## src/include/gsam_pkg.sv

```systemverilog
// gsam_pkg: constants, field layouts and carrier types of the genset anomaly manager.
// assumes a single 40 MHz clock and a plain word-addressed register port.
package gsam_pkg;

   localparam int unsigned CLK_PERIOD_NS = 25;
   localparam int unsigned TICK_NS = 1000000;
   localparam int unsigned TICK_CYCLES_DEF = (TICK_NS + CLK_PERIOD_NS - 1) / CLK_PERIOD_NS;

   localparam int unsigned ADDR_W = 8;
   localparam int unsigned DATA_W = 32;
   localparam int unsigned NUM_DIN = 8;
   localparam int unsigned NUM_AIN = 2;
   localparam int unsigned NUM_THR = 2 * NUM_AIN;
   localparam int unsigned NUM_GEN = 4;
   localparam int unsigned NUM_SRC = NUM_DIN + NUM_THR + NUM_GEN;
   localparam int unsigned SRC_AIN0 = NUM_DIN;
   localparam int unsigned SRC_GEN0 = NUM_DIN + NUM_THR;

   // register word addresses
   localparam logic [7:0] REG_CTRL = 8'h00;
   localparam logic [7:0] REG_OIL_DLY = 8'h01;
   localparam logic [7:0] REG_ACTIVE = 8'h02;
   localparam logic [7:0] REG_SUMMARY = 8'h03;
   localparam logic [7:0] REG_GEN_THR0 = 8'h04;
   localparam logic [7:0] REG_GEN_DLY0 = 8'h08;
   localparam logic [7:0] REG_DIN_CFG0 = 8'h10;
   localparam logic [7:0] REG_DIN_DLY0 = 8'h18;
   localparam logic [7:0] REG_AIN_THR0 = 8'h20;
   localparam logic [7:0] REG_AIN_CFG0 = 8'h24;

   // control bits
   localparam int unsigned CTRL_DRIVE_BIT = 0;
   localparam int unsigned CTRL_ASYNC_BIT = 1;
   localparam int unsigned CTRL_MAN_EN_BIT = 2;
   localparam int unsigned CTRL_W = 3;

   // digital input slot configuration fields
   localparam int unsigned DCFG_FUNC_LSB = 0;
   localparam int unsigned DCFG_FUNC_W = 13;
   localparam int unsigned DCFG_SRC_LSB = 13;
   localparam int unsigned DCFG_SRC_W = 3;
   localparam int unsigned DCFG_IDX_LSB = 16;
   localparam int unsigned DCFG_IDX_W = 8;
   localparam int unsigned DCFG_W = 24;

   // analogue threshold configuration fields
   localparam int unsigned ACFG_HIGH_BIT = 16;
   localparam int unsigned ACFG_OVR_E_BIT = 17;
   localparam int unsigned ACFG_W = 18;

   localparam int unsigned DLY_W = 16;
   localparam int unsigned MEAS_W = 16;
   localparam int unsigned CODE_W = 10;

   // input function codes (decimal values)
   localparam logic [12:0] FUNC_GENERIC_BASE = 13'h0FA0;
   localparam logic [12:0] FUNC_SPECIFIC_BASE = 13'h1073;
   localparam logic [3:0] GRP_NONE = 4'h0;
   localparam logic [3:0] GRP_OIL = 4'h1;
   localparam logic [3:0] GRP_BREAKER = 4'h2;
   localparam logic [3:0] GRP_FUEL = 4'h3;
   localparam logic [3:0] GRP_GAS = 4'h4;
   localparam logic [3:0] GRP_PUMP = 4'h5;
   localparam logic [3:0] GRP_OVR = 4'h6;

   // anomaly code bases
   localparam logic [9:0] CODE_DIN_PHYS = 10'h2BD;
   localparam logic [9:0] CODE_DIN_AIN = 10'h2D1;
   localparam logic [9:0] CODE_DIN_VIRT = 10'h2D7;
   localparam logic [9:0] CODE_DIN_EXPLO = 10'h2E7;
   localparam logic [9:0] CODE_DIN_EXPHI = 10'h2AD;
   localparam logic [9:0] CODE_AIN_BASE = 10'h12D;
   localparam logic [9:0] CODE_MIN_V = 10'h001;
   localparam logic [9:0] CODE_MAX_V = 10'h002;
   localparam logic [9:0] CODE_MIN_F = 10'h003;
   localparam logic [9:0] CODE_MAX_F = 10'h004;
   // base for specific anomaly codes; value is arbitrary
   localparam logic [9:0] CODE_SPECIFIC_BASE = 10'h384;

   // override eligibility mask bits
   localparam logic [2:0] OVR_E = 3'h1;
   localparam logic [2:0] OVR_F = 3'h2;
   localparam logic [2:0] OVR_G = 3'h4;

   typedef enum logic [1:0] {
      GSAM_WARNING = 2'h0,
      GSAM_DEACT = 2'h1,
      GSAM_UNLOAD = 2'h3,
      GSAM_ALARM = 2'h2
   } gsam_class_e;

   typedef struct packed {
      logic engine_running;
      logic started_by_dev;
      logic breaker_closed;
      logic fuel_open;
      logic gas_open;
      logic ride_through;
      logic vf_ok;
      logic manual_mode;
      logic ovr_engine;
      logic ovr_full;
      logic ovr_generator;
   } gsam_status_s;

   typedef struct packed {
      logic [MEAS_W-1:0] v_min;
      logic [MEAS_W-1:0] v_max;
      logic [MEAS_W-1:0] freq;
      logic [NUM_AIN-1:0][MEAS_W-1:0] ain;
   } gsam_meas_s;

   typedef struct packed {
      logic valid;
      logic [CODE_W-1:0] code;
      gsam_class_e cls;
      logic high_marker;
      logic builtin_msg;
   } gsam_report_s;

endpackage : gsam_pkg

```

## src/core/gsam_core.sv

```systemverilog
// gsam_core: turns input, analogue and generator states into coded anomalies.
// assumes status pins and digital inputs are asynchronous, measurements come
// from same-clock logic, and lowest/highest phase voltage is already selected.
`timescale 1ns/10ps

module gsam_core
   import gsam_pkg::*;
#(
   parameter int unsigned TICK_CYCLES = TICK_CYCLES_DEF
) (
   input wire logic ref_clk,
   input wire logic nrst,
   input wire logic [ADDR_W-1:0] reg_addr,
   input wire logic [DATA_W-1:0] reg_wdata,
   input wire logic reg_wr,
   input wire logic reg_rd,
   output logic [DATA_W-1:0] reg_rdata,
   input wire logic [NUM_DIN-1:0] din_pin,
   input wire gsam_status_s status_pin,
   input wire gsam_meas_s meas,
   output logic [NUM_SRC-1:0] anomaly_active,
   output gsam_report_s report,
   output logic any_warning,
   output logic any_deact,
   output logic any_unload,
   output logic any_alarm,
   output logic fuel_pump_stop
);

   localparam int unsigned ST_W = $bits(gsam_status_s);
   localparam logic [31:0] TICK_LAST = 32'(TICK_CYCLES - 1);

   // configuration registers
   logic [CTRL_W-1:0] ctrl_q;
   logic [DLY_W-1:0] oil_dly_q;
   logic [NUM_GEN-1:0][MEAS_W-1:0] gen_thr_q;
   logic [NUM_GEN-1:0][DLY_W-1:0] gen_dly_q;
   logic [NUM_DIN-1:0][DCFG_W-1:0] din_cfg_q;
   logic [NUM_DIN-1:0][DLY_W-1:0] din_dly_q;
   logic [NUM_THR-1:0][MEAS_W-1:0] ain_thr_q;
   logic [NUM_THR-1:0][ACFG_W-1:0] ain_cfg_q;

   // synchronisers
   logic [NUM_DIN-1:0] din_s1_q, din_s2_q;
   logic [ST_W-1:0] st_s1_q, st_s2_q;
   gsam_status_s st;

   // timing
   logic [31:0] tick_cnt_q;
   logic tick_q;
   logic [DLY_W-1:0] run_time_q;
   logic vf_seen_q;

   // per-source decode
   logic [NUM_SRC-1:0] cond, armed, builtin, high_mk, pump_grp;
   logic [NUM_SRC-1:0][DLY_W-1:0] dly;
   logic [NUM_SRC-1:0][CODE_W-1:0] code;
   logic [NUM_SRC-1:0][1:0] cls;
   logic [NUM_SRC-1:0][2:0] ovr_mask;
   logic [NUM_SRC-1:0][DLY_W-1:0] cnt_q;
   logic [NUM_SRC-1:0] active_q;
   logic [NUM_SRC-1:0] active_dly_q;
   logic [NUM_SRC-1:0] pending_q;
   logic [NUM_SRC-1:0][1:0] eff_cls;
   logic [2:0] ovr_req;

   assign st = gsam_status_s'(st_s2_q);

   always_ff @(posedge ref_clk or negedge nrst) begin
      if (!nrst) begin
         din_s1_q <= '0;
         din_s2_q <= '0;
         st_s1_q <= '0;
         st_s2_q <= '0;
      end else begin
         din_s1_q <= din_pin;
         din_s2_q <= din_s1_q;
         st_s1_q <= status_pin;
         st_s2_q <= st_s1_q;
      end
   end

   // register writes
   always_ff @(posedge ref_clk or negedge nrst) begin
      if (!nrst) begin
         ctrl_q <= '0;
         oil_dly_q <= '0;
         gen_thr_q <= '0;
         gen_dly_q <= '0;
         din_cfg_q <= '0;
         din_dly_q <= '0;
         ain_thr_q <= '0;
         ain_cfg_q <= '0;
      end else if (reg_wr) begin
         if (reg_addr == REG_CTRL) begin
            ctrl_q <= reg_wdata[CTRL_W-1:0];
         end
         if (reg_addr == REG_OIL_DLY) begin
            oil_dly_q <= reg_wdata[DLY_W-1:0];
         end
         for (int i = 0; i < NUM_GEN; i++) begin
            if (reg_addr == REG_GEN_THR0 + 8'(i)) begin
               gen_thr_q[i] <= reg_wdata[MEAS_W-1:0];
            end
            if (reg_addr == REG_GEN_DLY0 + 8'(i)) begin
               gen_dly_q[i] <= reg_wdata[DLY_W-1:0];
            end
         end
         for (int i = 0; i < NUM_DIN; i++) begin
            if (reg_addr == REG_DIN_CFG0 + 8'(i)) begin
               din_cfg_q[i] <= reg_wdata[DCFG_W-1:0];
            end
            if (reg_addr == REG_DIN_DLY0 + 8'(i)) begin
               din_dly_q[i] <= reg_wdata[DLY_W-1:0];
            end
         end
         for (int i = 0; i < NUM_THR; i++) begin
            if (reg_addr == REG_AIN_THR0 + 8'(i)) begin
               ain_thr_q[i] <= reg_wdata[MEAS_W-1:0];
            end
            if (reg_addr == REG_AIN_CFG0 + 8'(i)) begin
               ain_cfg_q[i] <= reg_wdata[ACFG_W-1:0];
            end
         end
      end
   end

   // register reads: data stands only in the cycle after the strobe
   always_ff @(posedge ref_clk or negedge nrst) begin
      if (!nrst) begin
         reg_rdata <= '0;
      end else begin
         reg_rdata <= '0;
         if (reg_rd) begin
            if (reg_addr == REG_CTRL) begin
               reg_rdata <= DATA_W'(ctrl_q);
            end
            if (reg_addr == REG_OIL_DLY) begin
               reg_rdata <= DATA_W'(oil_dly_q);
            end
            if (reg_addr == REG_ACTIVE) begin
               reg_rdata <= DATA_W'(active_q);
            end
            if (reg_addr == REG_SUMMARY) begin
               reg_rdata <= {27'h0000000, fuel_pump_stop, any_alarm, any_unload,
                             any_deact, any_warning};
            end
            for (int i = 0; i < NUM_GEN; i++) begin
               if (reg_addr == REG_GEN_THR0 + 8'(i)) begin
                  reg_rdata <= DATA_W'(gen_thr_q[i]);
               end
               if (reg_addr == REG_GEN_DLY0 + 8'(i)) begin
                  reg_rdata <= DATA_W'(gen_dly_q[i]);
               end
            end
            for (int i = 0; i < NUM_DIN; i++) begin
               if (reg_addr == REG_DIN_CFG0 + 8'(i)) begin
                  reg_rdata <= DATA_W'(din_cfg_q[i]);
               end
               if (reg_addr == REG_DIN_DLY0 + 8'(i)) begin
                  reg_rdata <= DATA_W'(din_dly_q[i]);
               end
            end
            for (int i = 0; i < NUM_THR; i++) begin
               if (reg_addr == REG_AIN_THR0 + 8'(i)) begin
                  reg_rdata <= DATA_W'(ain_thr_q[i]);
               end
               if (reg_addr == REG_AIN_CFG0 + 8'(i)) begin
                  reg_rdata <= DATA_W'(ain_cfg_q[i]);
               end
            end
         end
      end
   end

   // delay time base: delays count whole ticks, so a trip lands up to one tick early
   always_ff @(posedge ref_clk or negedge nrst) begin
      if (!nrst) begin
         tick_cnt_q <= '0;
         tick_q <= 1'b0;
      end else begin
         tick_q <= (tick_cnt_q == TICK_LAST);
         tick_cnt_q <= (tick_cnt_q == TICK_LAST) ? '0 : tick_cnt_q + 32'h00000001;
      end
   end

   // engine running time and first good voltage/frequency, both reset on stop
   always_ff @(posedge ref_clk or negedge nrst) begin
      if (!nrst) begin
         run_time_q <= '0;
         vf_seen_q <= 1'b0;
      end else if (!st.engine_running) begin
         run_time_q <= '0;
         vf_seen_q <= 1'b0;
      end else begin
         if (tick_q && run_time_q != '1) begin
            run_time_q <= run_time_q + 16'h0001;
         end
         if (st.vf_ok) begin
            vf_seen_q <= 1'b1;
         end
      end
   end

   assign ovr_req = {st.ovr_generator, st.ovr_full, st.ovr_engine};

   // digital input slots
   for (genvar i = 0; i < NUM_DIN; i++) begin : g_din
      logic [12:0] func, rel, tens, units;
      logic specific, valid;
      logic [9:0] base;
      assign func = din_cfg_q[i][DCFG_FUNC_LSB +: DCFG_FUNC_W];
      assign specific = (func >= FUNC_SPECIFIC_BASE);
      assign rel = func - FUNC_GENERIC_BASE;
      assign tens = rel / 13'h000A;
      assign units = rel % 13'h000A;
      assign valid = specific || (func >= FUNC_GENERIC_BASE && units >= 13'h0001 &&
                     units <= 13'h0004 && tens <= 13'(GRP_OVR) &&
                     !(tens == 13'(GRP_OVR) && units == 13'h0001));
      always_comb begin
         case (din_cfg_q[i][DCFG_SRC_LSB +: DCFG_SRC_W])
            3'h0: base = CODE_DIN_PHYS;
            3'h1: base = CODE_DIN_AIN;
            3'h2: base = CODE_DIN_VIRT;
            3'h3: base = CODE_DIN_EXPLO;
            3'h4: base = CODE_DIN_EXPHI;
            default: base = CODE_DIN_PHYS;
         endcase
      end
      always_comb begin
         armed[i] = valid;
         ovr_mask[i] = 3'h0;
         pump_grp[i] = 1'b0;
         if (!specific) begin
            case (tens[3:0])
               GRP_NONE: armed[i] = valid;
               GRP_OIL: begin
                  armed[i] = valid && st.started_by_dev && st.engine_running &&
                             run_time_q >= oil_dly_q;
                  ovr_mask[i] = OVR_E;
               end
               GRP_BREAKER: armed[i] = valid && st.breaker_closed;
               GRP_FUEL: armed[i] = valid && st.fuel_open;
               GRP_GAS: armed[i] = valid && st.gas_open;
               GRP_PUMP: pump_grp[i] = 1'b1;
               GRP_OVR: ovr_mask[i] = OVR_F;
               default: armed[i] = 1'b0;
            endcase
         end
      end
      assign cond[i] = din_s2_q[i];
      assign dly[i] = din_dly_q[i];
      assign builtin[i] = specific;
      assign high_mk[i] = 1'b0;
      assign code[i] = specific ? CODE_SPECIFIC_BASE + 10'(func - FUNC_SPECIFIC_BASE)
                                : base + 10'(din_cfg_q[i][DCFG_IDX_LSB +: DCFG_IDX_W]);
      assign cls[i] = specific ? GSAM_ALARM : units[1:0] - 2'h1 == 2'h0 ? GSAM_WARNING :
                      units[1:0] == 2'h2 ? GSAM_DEACT :
                      units[1:0] == 2'h3 ? GSAM_UNLOAD : GSAM_ALARM;
   end

   // analogue thresholds: two per input, each with a code of its own
   for (genvar k = 0; k < NUM_THR; k++) begin : g_ain
      logic hi;
      logic [MEAS_W-1:0] val;
      assign hi = ain_cfg_q[k][ACFG_HIGH_BIT];
      assign val = meas.ain[k / 2];
      assign cond[SRC_AIN0 + k] = hi ? (val > ain_thr_q[k]) : (val < ain_thr_q[k]);
      assign armed[SRC_AIN0 + k] = 1'b1;
      assign dly[SRC_AIN0 + k] = ain_cfg_q[k][DLY_W-1:0];
      assign high_mk[SRC_AIN0 + k] = hi;
      assign builtin[SRC_AIN0 + k] = 1'b0;
      assign pump_grp[SRC_AIN0 + k] = 1'b0;
      // even code for the first threshold, odd for the second
      assign code[SRC_AIN0 + k] = CODE_AIN_BASE + 10'((k / 2) * 2) +
                                  ((k % 2 == 0) ? 10'h001 : 10'h000);
      assign cls[SRC_AIN0 + k] = GSAM_ALARM;
      assign ovr_mask[SRC_AIN0 + k] = ain_cfg_q[k][ACFG_OVR_E_BIT] ? OVR_E : 3'h0;
   end

   // generator protections
   logic gen_inh, man_open_inh;
   assign gen_inh = ctrl_q[CTRL_DRIVE_BIT] || ctrl_q[CTRL_ASYNC_BIT] || !st.engine_running;
   assign man_open_inh = st.manual_mode && !st.breaker_closed && !ctrl_q[CTRL_MAN_EN_BIT];

   assign cond[SRC_GEN0] = meas.v_min < gen_thr_q[0];
   assign armed[SRC_GEN0] = !gen_inh && !st.ride_through && vf_seen_q &&
                            !man_open_inh;
   assign cond[SRC_GEN0 + 1] = meas.v_max > gen_thr_q[1];
   assign armed[SRC_GEN0 + 1] = !gen_inh;
   assign cond[SRC_GEN0 + 2] = meas.freq < gen_thr_q[2];
   assign armed[SRC_GEN0 + 2] = !gen_inh && vf_seen_q && !man_open_inh;
   assign cond[SRC_GEN0 + 3] = meas.freq > gen_thr_q[3];
   assign armed[SRC_GEN0 + 3] = !gen_inh;
   assign code[SRC_GEN0] = CODE_MIN_V;
   assign code[SRC_GEN0 + 1] = CODE_MAX_V;
   assign code[SRC_GEN0 + 2] = CODE_MIN_F;
   assign code[SRC_GEN0 + 3] = CODE_MAX_F;
   assign cls[SRC_GEN0] = GSAM_DEACT;
   assign cls[SRC_GEN0 + 1] = GSAM_ALARM;
   assign cls[SRC_GEN0 + 2] = GSAM_DEACT;
   assign cls[SRC_GEN0 + 3] = GSAM_ALARM;

   for (genvar g = 0; g < NUM_GEN; g++) begin : g_gen
      assign dly[SRC_GEN0 + g] = gen_dly_q[g];
      assign ovr_mask[SRC_GEN0 + g] = OVR_F | OVR_G;
      assign high_mk[SRC_GEN0 + g] = (g % 2 == 1);
      assign builtin[SRC_GEN0 + g] = 1'b1;
      assign pump_grp[SRC_GEN0 + g] = 1'b0;
   end

   // per-source activation delay and override downgrade
   for (genvar s = 0; s < NUM_SRC; s++) begin : g_src
      always_ff @(posedge ref_clk or negedge nrst) begin
         if (!nrst) begin
            cnt_q[s] <= '0;
            active_q[s] <= 1'b0;
         end else if (!(cond[s] && armed[s]) || dly[s] == '0) begin
            cnt_q[s] <= '0;
            active_q[s] <= 1'b0;
         end else if (tick_q && !active_q[s]) begin
            cnt_q[s] <= cnt_q[s] + 16'h0001;
            active_q[s] <= (cnt_q[s] + 16'h0001 >= dly[s]);
         end
      end
      assign eff_cls[s] = |(ovr_mask[s] & ovr_req) ? GSAM_WARNING : cls[s];
   end

   // report queue: a new activation in the cycle its bit is reported still wins
   logic [NUM_SRC-1:0] rise, pick;
   assign rise = active_q & ~active_dly_q;
   assign pick = pending_q & (~pending_q + 16'h0001);

   always_ff @(posedge ref_clk or negedge nrst) begin
      if (!nrst) begin
         active_dly_q <= '0;
         pending_q <= '0;
      end else begin
         active_dly_q <= active_q;
         pending_q <= (pending_q & ~pick) | rise;
      end
   end

   always_ff @(posedge ref_clk or negedge nrst) begin
      if (!nrst) begin
         report <= '0;
      end else begin
         report <= '0;
         for (int s = 0; s < NUM_SRC; s++) begin
            if (pick[s]) begin
               report.valid <= 1'b1;
               report.code <= code[s];
               report.cls <= gsam_class_e'(eff_cls[s]);
               report.high_marker <= high_mk[s];
               report.builtin_msg <= builtin[s];
            end
         end
      end
   end

   // summaries and pump stop, one cycle behind the active flags
   always_ff @(posedge ref_clk or negedge nrst) begin
      if (!nrst) begin
         anomaly_active <= '0;
         any_warning <= 1'b0;
         any_deact <= 1'b0;
         any_unload <= 1'b0;
         any_alarm <= 1'b0;
         fuel_pump_stop <= 1'b0;
      end else begin
         anomaly_active <= active_q;
         any_warning <= 1'b0;
         any_deact <= 1'b0;
         any_unload <= 1'b0;
         any_alarm <= 1'b0;
         for (int s = 0; s < NUM_SRC; s++) begin
            if (active_q[s]) begin
               case (eff_cls[s])
                  GSAM_WARNING: any_warning <= 1'b1;
                  GSAM_DEACT: any_deact <= 1'b1;
                  GSAM_UNLOAD: any_unload <= 1'b1;
                  default: any_alarm <= 1'b1;
               endcase
            end
         end
         fuel_pump_stop <= |(active_q & pump_grp);
      end
   end

endmodule : gsam_core

```

## config.mk

```make
export PLATFORM = sky130hd
export DESIGN_NAME = gsam_core
export DESIGN_NICKNAME = d
export VERILOG_FILES = /design/src/include/gsam_pkg.sv /design/src/core/gsam_core.sv
export SDC_FILE = /design/constraint.sdc
export NUM_CORES = 2
export LEC_CHECK = 0
export ABC_AREA = 1
export ABC_CLOCK_PERIOD_IN_PS = 8000
export BUFFER_PORTS_ARGS = -buffer_cell sky130_fd_sc_hd__clkbuf_2
export CELL_PAD_IN_SITES_DETAIL_PLACEMENT = 0
export CELL_PAD_IN_SITES_GLOBAL_PLACEMENT = 1
export CORE_UTILIZATION = 48
export CTS_CLUSTER_SIZE = 30
export DETAILED_ROUTE_END_ITERATION = 6
export MAX_ROUTING_LAYER = met4
export PLACE_DENSITY_LB_ADDON = 0.15
export SYNTH_ARGS = -nofsm -noshare
export SYNTH_HDL_FRONTEND = slang
export SYNTH_SLANG_ARGS = --single-unit
```

## constraint.sdc

```tcl
create_clock -name ref_clk -period 8 [get_ports ref_clk]
set_input_delay 0.4 -clock ref_clk [delete_from_list [all_inputs] [get_ports ref_clk]]
set_output_delay 0.4 -clock ref_clk [all_outputs]
set_load 0.05 [all_outputs]
```

==> metrics <==
status=finished clean; Die W=roughly 390 um; Crit path max-delay family=simple AND/OR/NAND/NOR gates; placed cells=around 12000; detailed-route via count=roughly 69000; Top Ports=between 200 and 250; Clock Skew=between 0.03 and 0.04 ns; FP Rows=roughly 140; initial DRC count=roughly 7900; GRT Resource Usage Total=0.3442; Crit Path Class=reg -> reg; Synth area leaders=dfrtp_1, nand2_1, ha_1; H-tree depth=4; r2r endpoint=report[3]; Arr. time, crit path=8.12 ns; root buffer cell=clkbuf_16; DR pass1 iterations=6; Critical R2R Launch=din_cfg_q[149]; Layout Nets=between 10000 and 15000; Post-Syn Area per Cell=approximately 7.5 um2; top-area cell type share of the netlist area=0.3519; post-synthesis sequential area ratio=0.3519; DR WL/cell=21.71 um; Worst-Skew Late Latency=between 0.8 and 0.9 ns; Worst slew margin=0.1016; # Max-Cap Violations=0; Initial Utilization=0.4846; vias per cell=about 5.7; DRT antenna net count=0; Setup TNS Final=0 ns; CP Max Fanout=7; CTS max path bufs=3; Detailed Place HPWL=195800 um; DRC=0; Yosys reg bits=slightly above 1000; Syn Inst Count=around 10000; die area=~160000 um2; total power=~28 mW; area delta synth->final=12.20%; global route overflow=0; Least-Margin Pin Slew=roughly 1.3 ns; Slowest cell on crit path=dfrtp_1; crit path launch type=flip-flop; top_reg_cell synth=dfrtp_1; Die H=a little under 400 um; Top cell by count, worst path=nand2_1; vias in the first global route=approximately 64000; WP buf/inv=8; clk slew on worst S/H paths=about 0.060 ns; pwr dens=340.6 nW/um2; leak pwr=just under 40 nW; initial antenna violation count=28; # clock sinks=1039; share of layout cells above drive strength 1=0.1152; Final period util=0.9306; fin cells=between 10000 and 15000; final core occ=0.5437; total CTS buffers=131; final hold vios=0; peak supply drop=0.4856 mV; critical path capture point type=flip-flop; Yosys warning count=0; worst r2r path cells=68; Post-synth ARST share=1.000; Slew Limit Fails=0; Hold Path Class=in -> async; GP Congestion=approximately 1; CTS tree=done; most frequent cells after synthesis=nand2_1, inv_1, o21ai_0; routed wire length=around 270000 um; Post-synth EDFFs=0; mapped cell area=approximately 74000 um2; reg-to-reg slack, setup=approximately 0.56 ns; RSZ-0062 raised after global routing=true; f_max=roughly 130 MHz; PortBufs=about 190; Distinct cells, synth=87; first-pass GRT wire length=around 400000 um; post-synth top area cell=dfrtp_1; Final Setup Violations=0; Worst Path Required=roughly 8.7 ns; fin crit period=7.444 ns; count leader, synth=nand2_1; largest net degree at the start of global routing=roughly 180; number of fill cells in the layout=between 10000 and 15000; CORE AREA=152400 um2; crit-path max cell delay=0.38 ns
[stage by stage]
stage / hold slack [ns] / cell area, um2 / worst slack, ns
floorplan: 0.1044 / 73900 / 1.220
global placement: 0.3332 / 77200 / 0.3119
detailed placement: 0.3355 / 77200 / 0.01923
CTS: 0.1724 / 81930 / 0.1358
global route: 0.2139 / 82870 / -0.09226
finish: 0.1926 / 82890 / 0.5556
[final cells by class]
type	count	area [um2]	share of cell area
inverter	1475	5564	0.06713
sequential	1039	26010	0.3138
antenna	15	37.54	0.0004529
clock inverter	59	817.0	0.009857
timing repair buffer	410	2734	0.03298
clock buffer	176	3699	0.04462
tap	2030	2540	0.03064
multi-input combinational	7015	41490	0.5005
[report_power, final]
part           internal (mW)  switching, mW
combinational           5.61           10.8
sequential              5.41          0.178
clock                   3.70           2.56
[worst max path at each step]
| stage | from | end | slack [ns] | cells past startpoint |
|---|---|---|---|---|
| global route | din_cfg_q[54] | report[2] | -0.09 | 64 |
| detailed placement | din_cfg_q[54] | report[2] | 0.02 | 62 |
| global placement | din_cfg_q[54] | report[2] | 0.31 | 64 |
| floorplan | din_cfg_q[149] | report[3] | 1.22 | 67 |
| finish | din_cfg_q[149] | report[3] | 0.56 | 68 |
| CTS | din_cfg_q[54] | report[2] | 0.14 | 62 |
[per-layer routing]
layer,vias up,track usage,part of all wire
li1,33150,-,-
met1,33070,0.4896,0.45
met2,2606,0.4981,0.43
met3,448,0.05524,0.086
met4,0,0.1092,0.034
met5,-,-,0
[sequential cells by signal (all words and copies together), names as in the netlist, 3 cells and up]
name	cells
st	11
gen_thr_q	64
ain_cfg_q	72
pending_q	16
din_s2_q	8
cnt_q	256
ctrl_q	3
anomaly_active	16
report	15
din_cfg_q	192
reg_rdata	24
ain_thr_q	64
oil_dly_q	16
din_dly_q	128
run_time_q	16
dly	64
din_s1_q	8
st_s1_q	11
tick_cnt_q	32
active_q	16
[worst reg2reg max path: cells and delay by family (launching register included)]
family | cells | cell delay, ns
AOI/OAI and AO/OA | 2 | 0.30
xor gates and xnor gates | 2 | 0.48
adders and majority gates | 3 | 0.67
buffers and inverters | 8 | 0.51
DFF | 1 | 0.38
and+or+nand+nor | 53 | 4.96
[cells by family after synthesis]
logic type      count (synthesis)  synth area share
buf+inv                      1802           0.09527
xor+xnor                      379           0.04608
other cells                     1        0.00005076
flops                        1039            0.3519
fa+ha+maj                     576           0.09837
compound gates               2172            0.1710
mux                            10          0.001355
simple gates                 3870            0.2359
[layout by cell type (no fill, tap or decap), types with 22 or more instances in the layout]
cell / netlist / final
a211oi_1: 86 / 86
a21o_1: 22 / 22
a21oi_1: 431 / 430
a221oi_1: 36 / 36
a31oi_1: 28 / 27
buf_4: 16 / 188
clkbuf_16: 0 / 132
clkbuf_2: 0 / 193
clkbuf_8: 4 / 23
clkinv_2: 2 / 37
dfrtp_1: 1039 / 1033
ha_1: 568 / 567
inv_1: 1379 / 1354
inv_2: 71 / 84
nand2_1: 2022 / 1998
nand2_2: 146 / 159
nand2_4: 40 / 51
nand3_1: 549 / 523
nand3_2: 34 / 54
nand4_1: 129 / 129
nor2_1: 544 / 536
nor2_2: 58 / 63
nor3_1: 162 / 159
nor4_1: 80 / 80
o2111ai_1: 63 / 61
o211ai_1: 39 / 39
o21a_1: 89 / 89
o21ai_0: 1078 / 1073
o21ai_1: 33 / 30
o221ai_1: 50 / 49
o22ai_1: 75 / 74
or2_2: 26 / 26
xnor2_1: 49 / 49
xor2_1: 322 / 308
[what timing repair did]
item,CTS,global route
endpoints found under the hold margin,87,0
pin swaps,0,48
setup buffers,0,40
gates cloned,0,0
setup endpoints to repair,1,142
resized for setup,1,141
hold buffers,21,0
(Power assumes the default switching activity.)
